<file path="src/design/rmc_pkg.sv">
// Shared constants for the redriver mode-control ends
package rmc_pkg;
  // Device register offsets on the link
  localparam logic [7:0] REG_GEN = 8'h0A;
  localparam logic [7:0] REG_SBU = 8'h0B;
  localparam logic [7:0] REG_SNOOP = 8'h13;
  localparam logic [7:0] REG_EQ_BASE = 8'h20;
  localparam logic [7:0] REG_STAT = 8'h30;
  // Fields of the general and snoop registers, and reset values
  localparam int GEN_FLO = 0;
  localparam int GEN_FHI = 1;
  localparam int GEN_ORI = 2;
  localparam int GEN_DLO = 3;
  localparam int GEN_DHI = 4;
  localparam int GEN_CABLE = 6;
  localparam int SNOOP_BIT = 7;
  localparam logic [7:0] GEN_RST = 8'h00;
  localparam logic [1:0] SBU_RST = 2'h0;
  localparam logic SNOOP_RST = 1'b0;
  localparam logic [7:0] EQ_RST = 8'h00;
  // Sideband override and route codes
  localparam logic [1:0] SBU_AUTO = 2'h0;
  localparam logic [1:0] SBU_STRAIGHT = 2'h1;
  localparam logic [1:0] SBU_CROSS = 2'h2;
  localparam logic [1:0] SBU_OPEN = 2'h3;
  // Lane counts
  localparam logic [2:0] LANES_0 = 3'h0;
  localparam logic [2:0] LANES_1 = 3'h1;
  localparam logic [2:0] LANES_2 = 3'h2;
  localparam logic [2:0] LANES_4 = 3'h4;
  // Cable mode wait without USB activity before four lanes
  localparam int CABLE_USB_WAIT_CYC = 1000;
  // Controller AXI offsets and fields
  localparam logic [3:0] A_CTRL = 4'h0;
  localparam logic [3:0] A_CMD = 4'h4;
  localparam logic [3:0] A_STAT = 4'h8;
  localparam int CMD_WR_BIT = 16;
  localparam logic [15:0] CTRL_RST = 16'h0000;
  localparam logic [1:0] RESP_OKAY = 2'h0;
  localparam logic [1:0] RESP_SLVERR = 2'h2;

  // Four-level pins (0, R, F, 1 coded 0..3) to sixteen-step gain index
  function automatic logic [3:0] rmc_eq_index(input logic [1:0] hi, input logic [1:0] lo);
    rmc_eq_index = {hi, lo};
  endfunction

  // Byte-lane merge for bus writes
  function automatic logic [31:0] rmc_merge(input logic [31:0] old, input logic [31:0] nw, input logic [3:0] strb);
    for (int i = 0; i < 4; i++)
    begin
      rmc_merge[8*i +: 8] = strb[i] ? nw[8*i +: 8] : old[8*i +: 8];
    end
  endfunction
endpackage

</file>
<file path="src/design/rmc_link_if.sv">
// Link between controller and redriver: pins plus register port
`timescale 1ns/100ps
interface rmc_link_if;
  logic interface_select;
  logic usb_function_pin;
  logic dp_function_pin;
  logic hot_plug_input;
  logic orientation_select;
  logic direction_select_hi;
  logic [1:0] down_eq_pin_hi;
  logic [1:0] down_eq_pin_lo;
  logic [1:0] up_eq_pin_hi;
  logic [1:0] up_eq_pin_lo;
  logic [7:0] reg_addr;
  logic [7:0] reg_wdata;
  logic reg_wr;
  logic reg_rd;
  logic [7:0] reg_rdata;
  logic reg_ack;
  modport dev (
    input interface_select, usb_function_pin, dp_function_pin, hot_plug_input,
    input orientation_select, direction_select_hi,
    input down_eq_pin_hi, down_eq_pin_lo, up_eq_pin_hi, up_eq_pin_lo,
    input reg_addr, reg_wdata, reg_wr, reg_rd,
    output reg_rdata, reg_ack
  );
  modport host (
    output interface_select, usb_function_pin, dp_function_pin, hot_plug_input,
    output orientation_select, direction_select_hi,
    output down_eq_pin_hi, down_eq_pin_lo, up_eq_pin_hi, up_eq_pin_lo,
    output reg_addr, reg_wdata, reg_wr, reg_rd,
    input reg_rdata, reg_ack
  );
endinterface

</file>
<file path="src/design/rmc_pin_sync.sv">
// Three-flop pin synchroniser, output follows when stages two and three agree
`timescale 1ns/100ps
module rmc_pin_sync #(
  parameter int W = 1
) (
  input wire logic clk_i,
  input wire logic arst_n_i,
  input wire logic [W-1:0] pin_i,
  output logic [W-1:0] pin_o
);
  typedef struct packed {
    logic [W-1:0] s1;
    logic [W-1:0] s2;
    logic [W-1:0] s3;
    logic [W-1:0] o;
  } rmc_sync_s;
  rmc_sync_s s_q, s_d;

  always_comb
  begin
    s_d = s_q;
    s_d.s1 = pin_i;
    s_d.s2 = s_q.s1;
    s_d.s3 = s_q.s2;
    for (int i = 0; i < W; i++)
    begin
      if (s_q.s2[i] == s_q.s3[i])
      begin
        s_d.o[i] = s_q.s3[i];
      end
    end
  end

  always_ff @(posedge clk_i or negedge arst_n_i)
  begin
    if (!arst_n_i)
    begin
      s_q <= '0;
    end
    else
    begin
      s_q <= s_d;
    end
  end

  assign pin_o = s_q.o;
endmodule // rmc_pin_sync

</file>
<file path="src/design/rmc_device.sv">
// Redriver mode, sideband routing, cable mode and equalization control
// Summary of operation
// All five select bits high: USB, flipped custom.
// Sideband 00 auto, 01/10 straight/crossed, 11 open.
// GPIO mode: DP enable follows control pins.
// GPIO mode: custom enable follows control pins.
// Host clears snoop inhibit before register custom mode.
// GPIO cable mode: both control pins held low.
// Register cable mode: host sets general bit 6.
// Cable mode picks USB/DP itself, on the fly.
// Controller drives hot plug input in cable mode.
// Cable: hot plug high DP, low USB only.
// Cable: snooping on, snooped training sets lanes.
// Snooping off: two lanes on hot plug.
// Snooping off: four lanes without USB activity.
// Separate downstream and upstream equalization settings.
// GPIO eq: two four-level pins, upper major.
// Register eq: per-channel, per-direction select fields.
// Interface select not low means register mode.
// Register mode ignores control and eq pins.
`timescale 1ns/100ps
module rmc_device
  import rmc_pkg::*;
#(
  parameter int USB_WAIT_CYC = CABLE_USB_WAIT_CYC
) (
  // Clock and reset
  input wire logic CLK_I,
  input wire logic ARST_N_I,
  // Link to the controller
  rmc_link_if.dev LINK,
  // Snoop and activity from the data path
  input wire logic SNOOP_VALID_I,
  input wire logic [2:0] SNOOP_LANES_I,
  input wire logic USB_ACTIVE_I,
  // Mode outputs
  output logic USB_EN_O,
  output logic DP_EN_O,
  output logic CUSTOM_EN_O,
  output logic FLIP_O,
  output logic SINK_SIDE_O,
  output logic CABLE_O,
  output logic [2:0] DP_LANES_O,
  output logic [1:0] SBU_ROUTE_O,
  // Equalization, channel 2 in the upper nibble
  output logic [7:0] DOWN_RX_EQ_O,
  output logic [7:0] DOWN_TX_EQ_O,
  output logic [7:0] UP_RX_EQ_O,
  output logic [7:0] UP_TX_EQ_O
);
  typedef enum logic [3:0] {
    C_USB = 4'b0001,
    C_DP2 = 4'b0010,
    C_DP4 = 4'b0100,
    C_SNP = 4'b1000
  } rmc_cable_e;

  typedef struct packed {
    logic if_sel;
    logic usb;
    logic dp;
    logic hpd;
    logic ori;
    logic dhi;
    logic [1:0] dh;
    logic [1:0] dl;
    logic [1:0] uh;
    logic [1:0] ul;
  } rmc_pins_s;

  typedef struct packed {
    logic [7:0] gen;
    logic [1:0] sbu;
    logic snoop_inh;
    logic [3:0][7:0] eq;
    logic [7:0] rdata;
    logic ack;
    rmc_cable_e cst;
    logic [15:0] tmr;
    logic [2:0] snp_lanes;
    logic usb_en;
    logic dp_en;
    logic cus_en;
    logic flip;
    logic sink;
    logic cable;
    logic [2:0] lanes;
    logic [1:0] route;
    logic [3:0][7:0] eq_out;
  } rmc_dev_s;

  rmc_dev_s s_q, s_d;
  rmc_pins_s p;

  rmc_pin_sync #(
    .W($bits(rmc_pins_s))
  ) i_rmc_pin_sync (
    .clk_i(CLK_I),
    .arst_n_i(ARST_N_I),
    .pin_i({LINK.interface_select, LINK.usb_function_pin, LINK.dp_function_pin, LINK.hot_plug_input,
            LINK.orientation_select, LINK.direction_select_hi, LINK.down_eq_pin_hi, LINK.down_eq_pin_lo,
            LINK.up_eq_pin_hi, LINK.up_eq_pin_lo}),
    .pin_o(p)
  );

  logic reg_mode, f_lo, f_hi, ori, d_hi, d_lo, cable, snoop_en, alt_on;
  logic [3:0] deq, ueq;

  always_comb
  begin
    s_d = s_q;
    s_d.ack = LINK.reg_wr | LINK.reg_rd;
    // Register port
    if (LINK.reg_wr)
    begin
      case (LINK.reg_addr)
        REG_GEN: s_d.gen = LINK.reg_wdata;
        REG_SBU: s_d.sbu = LINK.reg_wdata[1:0];
        REG_SNOOP: s_d.snoop_inh = LINK.reg_wdata[SNOOP_BIT];
        default:
        begin
          if (LINK.reg_addr[7:2] == REG_EQ_BASE[7:2])
          begin
            s_d.eq[LINK.reg_addr[1:0]] = LINK.reg_wdata;
          end
        end
      endcase
    end
    if (LINK.reg_rd)
    begin
      case (LINK.reg_addr)
        REG_GEN: s_d.rdata = s_q.gen;
        REG_SBU: s_d.rdata = {6'h00, s_q.sbu};
        REG_SNOOP: s_d.rdata = {s_q.snoop_inh, 7'h00};
        REG_STAT: s_d.rdata = {p.if_sel, s_q.lanes, s_q.flip, s_q.cus_en, s_q.dp_en, s_q.usb_en};
        default: s_d.rdata = (LINK.reg_addr[7:2] == REG_EQ_BASE[7:2]) ? s_q.eq[LINK.reg_addr[1:0]] : 8'h00;
      endcase
    end
    // Control source selection
    reg_mode = p.if_sel;
    f_lo = reg_mode ? s_q.gen[GEN_FLO] : p.usb;
    f_hi = reg_mode ? s_q.gen[GEN_FHI] : p.dp;
    ori = reg_mode ? s_q.gen[GEN_ORI] : p.ori;
    d_hi = reg_mode ? s_q.gen[GEN_DHI] : p.dhi;
    d_lo = reg_mode ? s_q.gen[GEN_DLO] : 1'b0;
    cable = reg_mode ? s_q.gen[GEN_CABLE] : (!p.usb && !p.dp);
    snoop_en = reg_mode ? !s_q.snoop_inh : 1'b1;
    // Cable mode sequencing
    if (SNOOP_VALID_I && (SNOOP_LANES_I == LANES_1 || SNOOP_LANES_I == LANES_2 || SNOOP_LANES_I == LANES_4))
    begin
      s_d.snp_lanes = SNOOP_LANES_I;
    end
    if (!cable || !p.hpd)
    begin
      s_d.cst = C_USB;
      s_d.tmr = '0;
      s_d.snp_lanes = LANES_2;
    end
    else
    begin
      case (s_q.cst)
        C_USB: s_d.cst = snoop_en ? C_SNP : C_DP2;
        C_DP2:
        begin
          if (snoop_en)
          begin
            s_d.cst = C_SNP;
          end
          else if (USB_ACTIVE_I)
          begin
            s_d.tmr = '0;
          end
          else if (s_q.tmr == 16'(USB_WAIT_CYC - 1))
          begin
            s_d.cst = C_DP4;
          end
          else
          begin
            s_d.tmr = s_q.tmr + 16'h0001;
          end
        end
        C_DP4: s_d.cst = snoop_en ? C_SNP : C_DP4;
        C_SNP:
        begin
          if (!snoop_en)
          begin
            s_d.cst = C_DP2;
            s_d.tmr = '0;
          end
        end
        default: s_d.cst = C_USB;
      endcase
    end
    // Mode decode
    alt_on = f_hi;
    s_d.cable = cable;
    s_d.flip = ori;
    s_d.sink = d_lo;
    if (cable)
    begin
      s_d.dp_en = s_q.cst != C_USB;
      s_d.cus_en = 1'b0;
      case (s_q.cst)
        C_DP2: s_d.lanes = LANES_2;
        C_DP4: s_d.lanes = LANES_4;
        C_SNP: s_d.lanes = s_q.snp_lanes;
        default: s_d.lanes = LANES_0;
      endcase
      s_d.usb_en = (s_q.cst != C_DP4) && !(s_q.cst == C_SNP && s_q.snp_lanes == LANES_4);
      alt_on = s_q.cst != C_USB;
    end
    else
    begin
      s_d.usb_en = f_lo;
      s_d.dp_en = f_hi && !d_hi;
      s_d.cus_en = f_hi && d_hi;
      s_d.lanes = (f_hi && !d_hi) ? (f_lo ? LANES_2 : LANES_4) : LANES_0;
    end
    // Sideband crosspoint
    case (reg_mode ? s_q.sbu : SBU_AUTO)
      SBU_STRAIGHT: s_d.route = SBU_STRAIGHT;
      SBU_CROSS: s_d.route = SBU_CROSS;
      SBU_OPEN: s_d.route = SBU_OPEN;
      default: s_d.route = !alt_on ? SBU_OPEN : (ori ? SBU_CROSS : SBU_STRAIGHT);
    endcase
    // Equalization per direction, pins or registers
    deq = rmc_eq_index(p.dh, p.dl);
    ueq = rmc_eq_index(p.uh, p.ul);
    s_d.eq_out = reg_mode ? s_q.eq : {{ueq, ueq}, {ueq, ueq}, {deq, deq}, {deq, deq}};
  end

  always_ff @(posedge CLK_I or negedge ARST_N_I)
  begin
    if (!ARST_N_I)
    begin
      s_q <= '0;
      s_q.gen <= GEN_RST;
      s_q.sbu <= SBU_RST;
      s_q.snoop_inh <= SNOOP_RST;
      s_q.eq <= {4{EQ_RST}};
      s_q.cst <= C_USB;
      s_q.snp_lanes <= LANES_2;
      s_q.eq_out <= {4{EQ_RST}};
    end
    else
    begin
      s_q <= s_d;
    end
  end

  assign LINK.reg_rdata = s_q.rdata;
  assign LINK.reg_ack = s_q.ack;
  assign USB_EN_O = s_q.usb_en;
  assign DP_EN_O = s_q.dp_en;
  assign CUSTOM_EN_O = s_q.cus_en;
  assign FLIP_O = s_q.flip;
  assign SINK_SIDE_O = s_q.sink;
  assign CABLE_O = s_q.cable;
  assign DP_LANES_O = s_q.lanes;
  assign SBU_ROUTE_O = s_q.route;
  assign DOWN_RX_EQ_O = s_q.eq_out[0];
  assign DOWN_TX_EQ_O = s_q.eq_out[1];
  assign UP_RX_EQ_O = s_q.eq_out[2];
  assign UP_TX_EQ_O = s_q.eq_out[3];
endmodule // rmc_device

</file>
<file path="src/flat_wrapper.sv">
// flat-port wrapper written by rule: the top's interface ports become plain ports
module rmc_device_flat import rmc_pkg::*;
#(
  parameter int USB_WAIT_CYC = CABLE_USB_WAIT_CYC
)
  (CLK_I, ARST_N_I, SNOOP_VALID_I, SNOOP_LANES_I, USB_ACTIVE_I, USB_EN_O, DP_EN_O, CUSTOM_EN_O, FLIP_O, SINK_SIDE_O, CABLE_O, DP_LANES_O, SBU_ROUTE_O, DOWN_RX_EQ_O, DOWN_TX_EQ_O, UP_RX_EQ_O, UP_TX_EQ_O, LINK_interface_select, LINK_usb_function_pin, LINK_dp_function_pin, LINK_hot_plug_input, LINK_orientation_select, LINK_direction_select_hi, LINK_down_eq_pin_hi, LINK_down_eq_pin_lo, LINK_up_eq_pin_hi, LINK_up_eq_pin_lo, LINK_reg_addr, LINK_reg_wdata, LINK_reg_wr, LINK_reg_rd, LINK_reg_rdata, LINK_reg_ack);
  rmc_link_if LINK_i ();
  input wire logic CLK_I;
  input wire logic ARST_N_I;
  input wire logic SNOOP_VALID_I;
  input wire logic [2:0] SNOOP_LANES_I;
  input wire logic USB_ACTIVE_I;
  output logic USB_EN_O;
  output logic DP_EN_O;
  output logic CUSTOM_EN_O;
  output logic FLIP_O;
  output logic SINK_SIDE_O;
  output logic CABLE_O;
  output logic [2:0] DP_LANES_O;
  output logic [1:0] SBU_ROUTE_O;
  output logic [7:0] DOWN_RX_EQ_O;
  output logic [7:0] DOWN_TX_EQ_O;
  output logic [7:0] UP_RX_EQ_O;
  output logic [7:0] UP_TX_EQ_O;
  input wire logic [$bits(LINK_i.interface_select)-1:0] LINK_interface_select;
  input wire logic [$bits(LINK_i.usb_function_pin)-1:0] LINK_usb_function_pin;
  input wire logic [$bits(LINK_i.dp_function_pin)-1:0] LINK_dp_function_pin;
  input wire logic [$bits(LINK_i.hot_plug_input)-1:0] LINK_hot_plug_input;
  input wire logic [$bits(LINK_i.orientation_select)-1:0] LINK_orientation_select;
  input wire logic [$bits(LINK_i.direction_select_hi)-1:0] LINK_direction_select_hi;
  input wire logic [$bits(LINK_i.down_eq_pin_hi)-1:0] LINK_down_eq_pin_hi;
  input wire logic [$bits(LINK_i.down_eq_pin_lo)-1:0] LINK_down_eq_pin_lo;
  input wire logic [$bits(LINK_i.up_eq_pin_hi)-1:0] LINK_up_eq_pin_hi;
  input wire logic [$bits(LINK_i.up_eq_pin_lo)-1:0] LINK_up_eq_pin_lo;
  input wire logic [$bits(LINK_i.reg_addr)-1:0] LINK_reg_addr;
  input wire logic [$bits(LINK_i.reg_wdata)-1:0] LINK_reg_wdata;
  input wire logic [$bits(LINK_i.reg_wr)-1:0] LINK_reg_wr;
  input wire logic [$bits(LINK_i.reg_rd)-1:0] LINK_reg_rd;
  output wire logic [$bits(LINK_i.reg_rdata)-1:0] LINK_reg_rdata;
  output wire logic [$bits(LINK_i.reg_ack)-1:0] LINK_reg_ack;
  assign LINK_i.interface_select = LINK_interface_select;
  assign LINK_i.usb_function_pin = LINK_usb_function_pin;
  assign LINK_i.dp_function_pin = LINK_dp_function_pin;
  assign LINK_i.hot_plug_input = LINK_hot_plug_input;
  assign LINK_i.orientation_select = LINK_orientation_select;
  assign LINK_i.direction_select_hi = LINK_direction_select_hi;
  assign LINK_i.down_eq_pin_hi = LINK_down_eq_pin_hi;
  assign LINK_i.down_eq_pin_lo = LINK_down_eq_pin_lo;
  assign LINK_i.up_eq_pin_hi = LINK_up_eq_pin_hi;
  assign LINK_i.up_eq_pin_lo = LINK_up_eq_pin_lo;
  assign LINK_i.reg_addr = LINK_reg_addr;
  assign LINK_i.reg_wdata = LINK_reg_wdata;
  assign LINK_i.reg_wr = LINK_reg_wr;
  assign LINK_i.reg_rd = LINK_reg_rd;
  assign LINK_reg_rdata = LINK_i.reg_rdata;
  assign LINK_reg_ack = LINK_i.reg_ack;
  rmc_device #(.USB_WAIT_CYC(USB_WAIT_CYC)) u_core (.CLK_I(CLK_I), .ARST_N_I(ARST_N_I), .LINK(LINK_i), .SNOOP_VALID_I(SNOOP_VALID_I), .SNOOP_LANES_I(SNOOP_LANES_I), .USB_ACTIVE_I(USB_ACTIVE_I), .USB_EN_O(USB_EN_O), .DP_EN_O(DP_EN_O), .CUSTOM_EN_O(CUSTOM_EN_O), .FLIP_O(FLIP_O), .SINK_SIDE_O(SINK_SIDE_O), .CABLE_O(CABLE_O), .DP_LANES_O(DP_LANES_O), .SBU_ROUTE_O(SBU_ROUTE_O), .DOWN_RX_EQ_O(DOWN_RX_EQ_O), .DOWN_TX_EQ_O(DOWN_TX_EQ_O), .UP_RX_EQ_O(UP_RX_EQ_O), .UP_TX_EQ_O(UP_TX_EQ_O));
endmodule
</file>
<file path="config.mk">
export PLATFORM = sky130hd
export DESIGN_NAME = rmc_device_flat
export DESIGN_NICKNAME = d
export VERILOG_FILES = /design/src/design/rmc_pkg.sv /design/src/design/rmc_link_if.sv /design/src/design/rmc_pin_sync.sv /design/src/design/rmc_device.sv /design/src/flat_wrapper.sv
export SDC_FILE = /design/constraint.sdc
export NUM_CORES = 1
export LEC_CHECK = 0
export ABC_AREA = 1
export BUFFER_PORTS_ARGS = -buffer_cell sky130_fd_sc_hd__clkbuf_2
export CORE_AREA = 2 2 118 109
export CTS_CLUSTER_DIAMETER = 150
export CTS_CLUSTER_SIZE = 24
export DETAILED_ROUTE_END_ITERATION = 10
export DIE_AREA = 0 0 120 111
export HOLD_SLACK_MARGIN = 0.06
export PLACE_DENSITY_LB_ADDON = 0.12
export SLEW_MARGIN = 5
export SYNTH_ARGS = -nofsm -noshare
export SYNTH_HDL_FRONTEND = slang
export SYNTH_SLANG_ARGS = --single-unit
</file>
<file path="constraint.sdc">
create_clock -name CLK_I -period 4.4 [get_ports CLK_I]
set_clock_uncertainty 0.05 [all_clocks]
set_input_delay 0.88 -clock CLK_I [delete_from_list [all_inputs] [get_ports CLK_I]]
set_output_delay 0.88 -clock CLK_I [all_outputs]
set_load 0.1 [all_outputs]
</file>
# ---- Yosys cells after proc, flatten, opt, wreduce, memory -nomap -nowiden
# Cells that the tools add are included.
dict set report totals {
  memories 0
  regBits 174
  wordCells 149
  out_inout_bits 52
  latchBits 0
  mem_bits_ro 0
  ramBits 0
}
dict set report classes {
  addsub 1
  order_cmp 2
  n_eq_ne 38
  n_reduce_logical 26
  mul 0
  div 0
  shifts 0
  muxes 39
  n_bitwise 2
}
# cell count
set op_table {}
lappend op_table {{16-bit 2-to-1 mux} 3}
lappend op_table {{20-bit 2-to-1 mux} 2}
lappend op_table {{32-bit bitwise mux} 1}
lappend op_table {{32-bit 2-to-1 mux} 1}
lappend op_table {{16-bit one-hot mux with 2 select lines} 1}
lappend op_table {{8-bit one-hot mux with 4 select lines} 1}
lappend op_table {{8-bit 2-to-1 mux} 3}
lappend op_table {{4-bit 2-to-1 mux} 5}
lappend op_table {{3-bit 2-to-1 mux} 6}
lappend op_table {{16-bit by 1-bit adder with 16-bit output, second input constant} 1}
lappend op_table {{8-bit binary-select mux with 2-bit select} 1}
lappend op_table {{8-bit demux with 2-bit select} 1}
lappend op_table {{16-bit by 10-bit equality test with 1-bit output, second input constant} 1}
lappend op_table {{8-bit by 4-bit equality test with 1-bit output, second input constant} 2}
lappend op_table {{4-bit one-hot mux with 4 select lines} 1}
lappend op_table {{1-bit equality test} 14}
lappend op_table {{3-bit one-hot mux with 3 select lines} 1}
lappend op_table {{8-bit by 5-bit equality test with 1-bit output, second input constant} 1}
lappend op_table {{8-bit by 6-bit equality test with 1-bit output, second input constant} 1}
lappend op_table {{1-bit 2-to-1 mux} 8}
lappend op_table {{4-bit by 1-bit inequality test with 1-bit output, second input constant} 2}
lappend op_table {{4-bit by 3-bit inequality test with 1-bit output, second input constant} 2}
lappend op_table {{1-bit logical AND} 7}
lappend op_table {{1-bit zero test} 7}
lappend op_table {{25 further kinds} 35}

# ---- Logic depth before layout (Yosys ltp)
dict set report depth {
  ltp_word 7
  mapped_depth 11
  ltp_nobuf 11
}

# ---- Cells and area by module
# A second synthesis with hierarchy kept.
dict set report unflattened {
  hier_cells 888
  hier_area_um2 7639.8
}
# module cells_per_inst n_inst seq_area_each_um2 area_per_inst_um2
set by_module_without_submodules {}
lappend by_module_without_submodules {rmc_device 762 1 2955.3 5905.7}
lappend by_module_without_submodules {rmc_pin_sync 126 1 1401.3 1734.2}

# ---- Least setup slack after synthesis
# Ideal clock, no wire load.
dict set report synth_path {
  kind {in2reg}
  startpoint {in LINK_reg_addr[2]}
  endpoint {reg u_core.s_q[105] (netlist name)}
  setup_ns 0.127
  t_arrival_ns 1.851
  cell_stages 7
  required_ns 4.223
  path_slack_ns 2.371
  path_cell_list {nor2_1 > nand3_1 > nor3_4 > nand3_1 > buf_6 > nand2_1 > o21ai_0}
}
dict set report synth_via {
  elab_chain_cells 4
}
# item line
set synth_rtl {}
lappend synth_rtl {{start, declared} flat_wrapper.sv:35} ;# input wire logic [$bits(LINK_i.reg_addr)-1:0] LINK_reg_addr;
lappend synth_rtl {{8-bit by 4-bit equality test with 1-bit output / 8-bit by 5-bit equality test with 1-bit output (equally long branches)} rmc_device.sv:116} ;# case (LINK.reg_addr)
lappend synth_rtl {{3-bit OR reduction (no source line)} n/a}
lappend synth_rtl {{1-bit NOT (no source line)} n/a}
lappend synth_rtl {{3-bit AND reduction (no source line) *} n/a}
lappend synth_rtl {{end, declared} rmc_device.sv:92} ;# rmc_dev_s s_q, s_d;
# Every way passes the cells marked *; elsewhere a longest branch is shown, timed or not.
# A chain may end at the register's enable or synchronous reset.

# ---- Worst setup path in the final report
dict set report layout_path {
  startpoint {reg u_core.i_rmc_pin_sync.s_q (netlist bit u_core.i_rmc_pin_sync.pin_o[13])}
  endpoint {reg u_core.s_q[57] (netlist name)}
}
dict set report layout_via {
  elab_chain_cells 5
}
# item line
set layout_rtl {}
lappend layout_rtl {{start, declared} rmc_pin_sync.sv:17} ;# rmc_sync_s s_q, s_d;
lappend layout_rtl {{start signal, assigned} rmc_pin_sync.sv:38} ;# s_q <= '0;
lappend layout_rtl {{start signal, assigned} rmc_pin_sync.sv:42} ;# s_q <= s_d;
lappend layout_rtl {{1-bit 2-to-1 mux} rmc_device.sv:146} ;# cable = reg_mode ? s_q.gen[GEN_CABLE] : (!p.usb && !p.dp);
lappend layout_rtl {{1-bit zero test} rmc_device.sv:153} ;# if (!cable || !p.hpd)
lappend layout_rtl {{1-bit logical OR} rmc_device.sv:153}
lappend layout_rtl {{4-bit by 3-bit inequality test with 1-bit output (no source line), or another cell as far along} n/a}
lappend layout_rtl {{4-bit AND reduction (no source line)} n/a}
# Several ways; a longest one is shown, not always the timed one.

==> key figures <==
Synth
  – Share of synthesized area occupied by flip-flops and latches: 0.593
  – Number of nets in the synthesized netlist: ~820
  – Count of state elements after synthesis: around 170
  – Synth warnings: 0
  – Netlist area before placement: ~7300 µm²
  – Number of unique standard cell types used by synthesis: 38
  – Fraction of synthesized cell area taken by the top area cell type: 0.586
  – Top post-synthesis cells by area: dfrtp_1 (59%), nand2_1 (12%), buf_4 (4.7%), o21ai_0 (4.2%), nand3_1 (3.3%)
  – Biggest area consumer among synthesized cells: dfrtp_1
  – Number of enable-type register cells in the synthesized netlist: 0
  – Mean area per synthesized cell: roughly 9.5 µm²
  – Async S/R FF share, synth: 1.00
  – Cells after synthesis: approximately 800
  – Prevailing post-synth register cell: dfrtp_1

CTS
  – Setup repair bufs after CTS: 0
  – Number of buffers inserted during clock tree synthesis: 17
  – Number of gates given a new drive strength after cts: 0
  – Cts-stage hold buffer count: 0
  – H-tree lvl count: 4
  – Later-pin clock latency in the skew report: approximately 420 ps
  – CTS clock-pin slew for the worst setup and hold paths: approximately 60 ps
  – Cell chosen for the clock root: clkbuf_16
  – Clock tree from TritonCTS: built
  – Clock sinks: 174
  – CTS Buffer Depth: 2

Worst hold path
  – Hold endpoint: u_core.i_rmc_pin_sync.s_d[16]$_DFF_PN0_
  – Hold path start: u_core.i_rmc_pin_sync.s_d[30]$_DFF_PN0_
  – Worst min-delay path class: register to register
  – Hold Path Cell Cnt: 0

Place
  – Routability-driven placement congestion ratio: 0.898
  – Half-perimeter wire length of the detailed placement result: roughly 11,000 µm
  – IO buf count: 90
  – Area of placed instances: approximately 7600 µm²

Pwr
  – Max VDD drop: approximately 0.31 mV
  – Pwr per Cell Area: 455 nW/µm²
  – Total power: 3.71 mW
  – P_leak: ~4.1 nW

STA
  – Worst slew pin tran: 1140 ps
  – Setup repair after global routing missed its margin: false
  – Period utilization: 0.683
  – Max transition margin: 0.237
  – Number of pins exceeding their max-slew limit in the final report: 0
  – Upper clock frequency limit: ~330 MHz
  – Number of hold-slack violations in the final timing report: 0
  – Final setup TNS: 0 ps
  – Final-report setup violation count: 0
  – Time the final worst path needs with I/O delays and setup: roughly 3000 ps

Worst setup path
  – Crit Reg-Reg Startpoint: u_core.i_rmc_pin_sync.pin_o[13]$_DFFE_PN0N_
  – Category of cells accounting for the largest share of critical-path delay: simple AND/OR/NAND/NOR gates
  – Crit path max fanout: 32
  – Type of destination of the critical path: register
  – Slowest cell on the critical path: dfrtp_1
  – Critical Path AT: approximately 3300 ps
  – Critical path data required time: 4710 ps
  – Endpoint of the worst-slack reg-to-reg timing path: u_core.s_q[57]$_DFFE_PN0P_
  – Worst setup SP type: register
  – Worst reg2reg path depth: 8
  – Largest incremental delay on the critical path: about 1100 ps
  – Slack of the worst reg-to-reg path: approximately 1400 ps
  – Critical Path Most Common Cell: nand2_1
  – Buf/Inv on CP: 2
  – Critical path class: register to register
  – Critical path, cell by cell: inv_2 -> nand2_1 -> nand3_1 -> nor2_2 -> nand2_2 -> clkinv_1 -> nand2_1 -> nand2_1

Cells and area
  – Cell area after layout: 8160 µm²
  – Final core utilization: 0.666
  – Number of antenna repair diodes: 0
  – Fill cell total of the finished layout: 1,000
  – Number of nets in the final layout: between 800 and 900
  – Fraction of layout instances using a drive strength above 1: 0.183
  – Synth-to-layout area growth: 11.0%

Floorplanning
  – Initial core utilization: 0.600
  – I/O pin total: between 90 and 100
  – Std-Cell Core Area: 12,200 µm²
  – Standard-cell row count: 39
  – X dimension of the die: about 120 µm
  – Overall die area: between 10,000 and 15,000 µm²
  – Y dimension of the die: around 110 µm

Global routing
  – Maximum number of pins on one net before global-route repair: just under 100
  – GR Util met2: 0.362
  – Top Usage Layer GRT: met1
  – M1 GR Usage: 0.384
  – Global-route usage over all layers: 0.257
  – M3 GR Usage: 0.0586
  – Number of antenna violations at the first check in global routing: 0
  – Wire length of the first global-routing pass: approximately 26,000 µm
  – Total congestion overflow: 0
  – Via count of the first global-routing pass: 5,225

Drt
  – Vias per std cell: around 5.3
  – Routed vias: between 5k and 6k
  – Count of unresolved DRC violations after routing: 0
  – Drt first pass iters: 6
  – Remaining number of nets flagged by the antenna check after routing: 0
  – Mean routed wirelength per cell: around 16 µm
  – Iteration-0 DRC count of the detailed router: between 400 and 500
  – Final WL: 15,900 µm

Flow run
  – Number of maximum-capacitance constraint violations: 0

Status
  – Run status: completed
[registers in the layout, indices dropped and copies added (netlist names), 14 cells and up]
name,count
u_core.i_rmc_pin_sync.s_d,28
u_core.i_rmc_pin_sync.pin_o,14
u_core.i_rmc_pin_sync.s_q,14
u_core.s_q,66
[how the worst max path moves through the flow]
stage / slack (ps) / to / cells past startpoint / startpoint
after floorplan: 2370 / u_core.s_q[105]$_DFFE_PN0P_ / 7 / LINK_reg_addr[2]
after global placement: 1590 / u_core.s_q[55]$_DFFE_PN0P_ / 8 / u_core.i_rmc_pin_sync.pin_o[13]$_DFFE_PN0N_
after detailed placement: 1470 / u_core.s_q[54]$_DFFE_PN0P_ / 8 / u_core.i_rmc_pin_sync.pin_o[13]$_DFFE_PN0N_
after CTS: 1440 / u_core.s_q[55]$_DFFE_PN0P_ / 8 / u_core.i_rmc_pin_sync.pin_o[13]$_DFFE_PN0N_
after global routing: 1100 / u_core.s_q[61]$_DFFE_PN0P_ / 8 / u_core.i_rmc_pin_sync.pin_o[13]$_DFFE_PN0N_
final: 1390 / u_core.s_q[57]$_DFFE_PN0P_ / 8 / u_core.i_rmc_pin_sync.pin_o[13]$_DFFE_PN0N_
[Yosys cell counts (all sizes together) (5+ instances only)]
library cell / instances
a21oi: 11
a22oi: 5
buf: 54
clkbuf: 7
dfrtp: 172
inv: 58
maj3: 14
nand2: 240
nand3: 49
nand4: 9
nor2: 51
nor3: 9
o21ai: 75
xor2: 5
[stage by stage]
stage          cells  setup WS (ps)  hold WS, ps
4_1_cts         1005           1440          300
3_3_place_gp     973           1590          282
2_1_floorplan    777           2370          281
5_1_grt         1005           1100          303
3_5_place_dp     973           1470          285
6_report        1005           1390          299
[layout make-up]
cell class / instances / area [µm²] / share of cell area
clock buffers: 20 / 457 / 0.0560
multi-input cells: 482 / 2330 / 0.286
well taps: 164 / 205 / 0.0252
clock inverters: 12 / 86.3 / 0.0106
repair buffers: 93 / 492 / 0.0603
flip-flops and latches: 174 / 4360 / 0.534
inverters: 60 / 225 / 0.0276
[worst reg2reg max path: cells and delay by family, from the launching register on]
kind | cells | cell delay [ps]
simple gates | 6 | 1130
buf+inv | 2 | 650
flops | 1 | 1100
[per-layer routing]
layer  wire length (µm)  vias to the layer above
met5                  0                        -
met4                427                        0
met3               1140                       36
met2               6930                      225
met1               7360                     2551
li1                   -                     2545
[cells in the final DEF (no fill, tap or decap), drive strengths merged, types with 2 or more instances in the layout]
| master | instances |
|---|---|
| buf | 4 |
| clkbuf | 109 |
| clkinv | 8 |
| xnor2 | 2 |
| inv | 62 |
| nand2 | 240 |
| maj3 | 14 |
| clkinvlp | 2 |
| dfrtp | 172 |
| nand3 | 49 |
| xor2 | 5 |
| nand4 | 9 |
| a21oi | 11 |
| o21a | 2 |
| dfstp | 2 |
| o21ai | 75 |
| nand3b | 2 |
| nor2 | 51 |
| a22oi | 5 |
| or2 | 2 |
| and2 | 2 |
| nor3 | 9 |
[report_power, final]
| part | leakage [nW] | internal, mW | switching [mW] |
|---|---|---|---|
| clock | 0.269 | 0.756 | 0.618 |
| sequential | 2.23 | 1.70 | 0.0613 |
| combinational | 1.61 | 0.0923 | 0.486 |
[kinds of logic (layout without fill, tap and decap cells)]
| logic type | after synthesis | after routing | share of synthesized area |
|---|---|---|---|
| xor+xnor | 7 | 7 | 0.00835 |
| compound gates | 94 | 94 | 0.0709 |
| buf+inv | 121 | 185 | 0.0891 |
| flops | 174 | 174 | 0.593 |
| fa+ha+maj | 15 | 15 | 0.0208 |
| simple gates | 364 | 364 | 0.215 |
| mux | 2 | 2 | 0.00290 |
No activity file was read; power rests on OpenSTA's default activity.
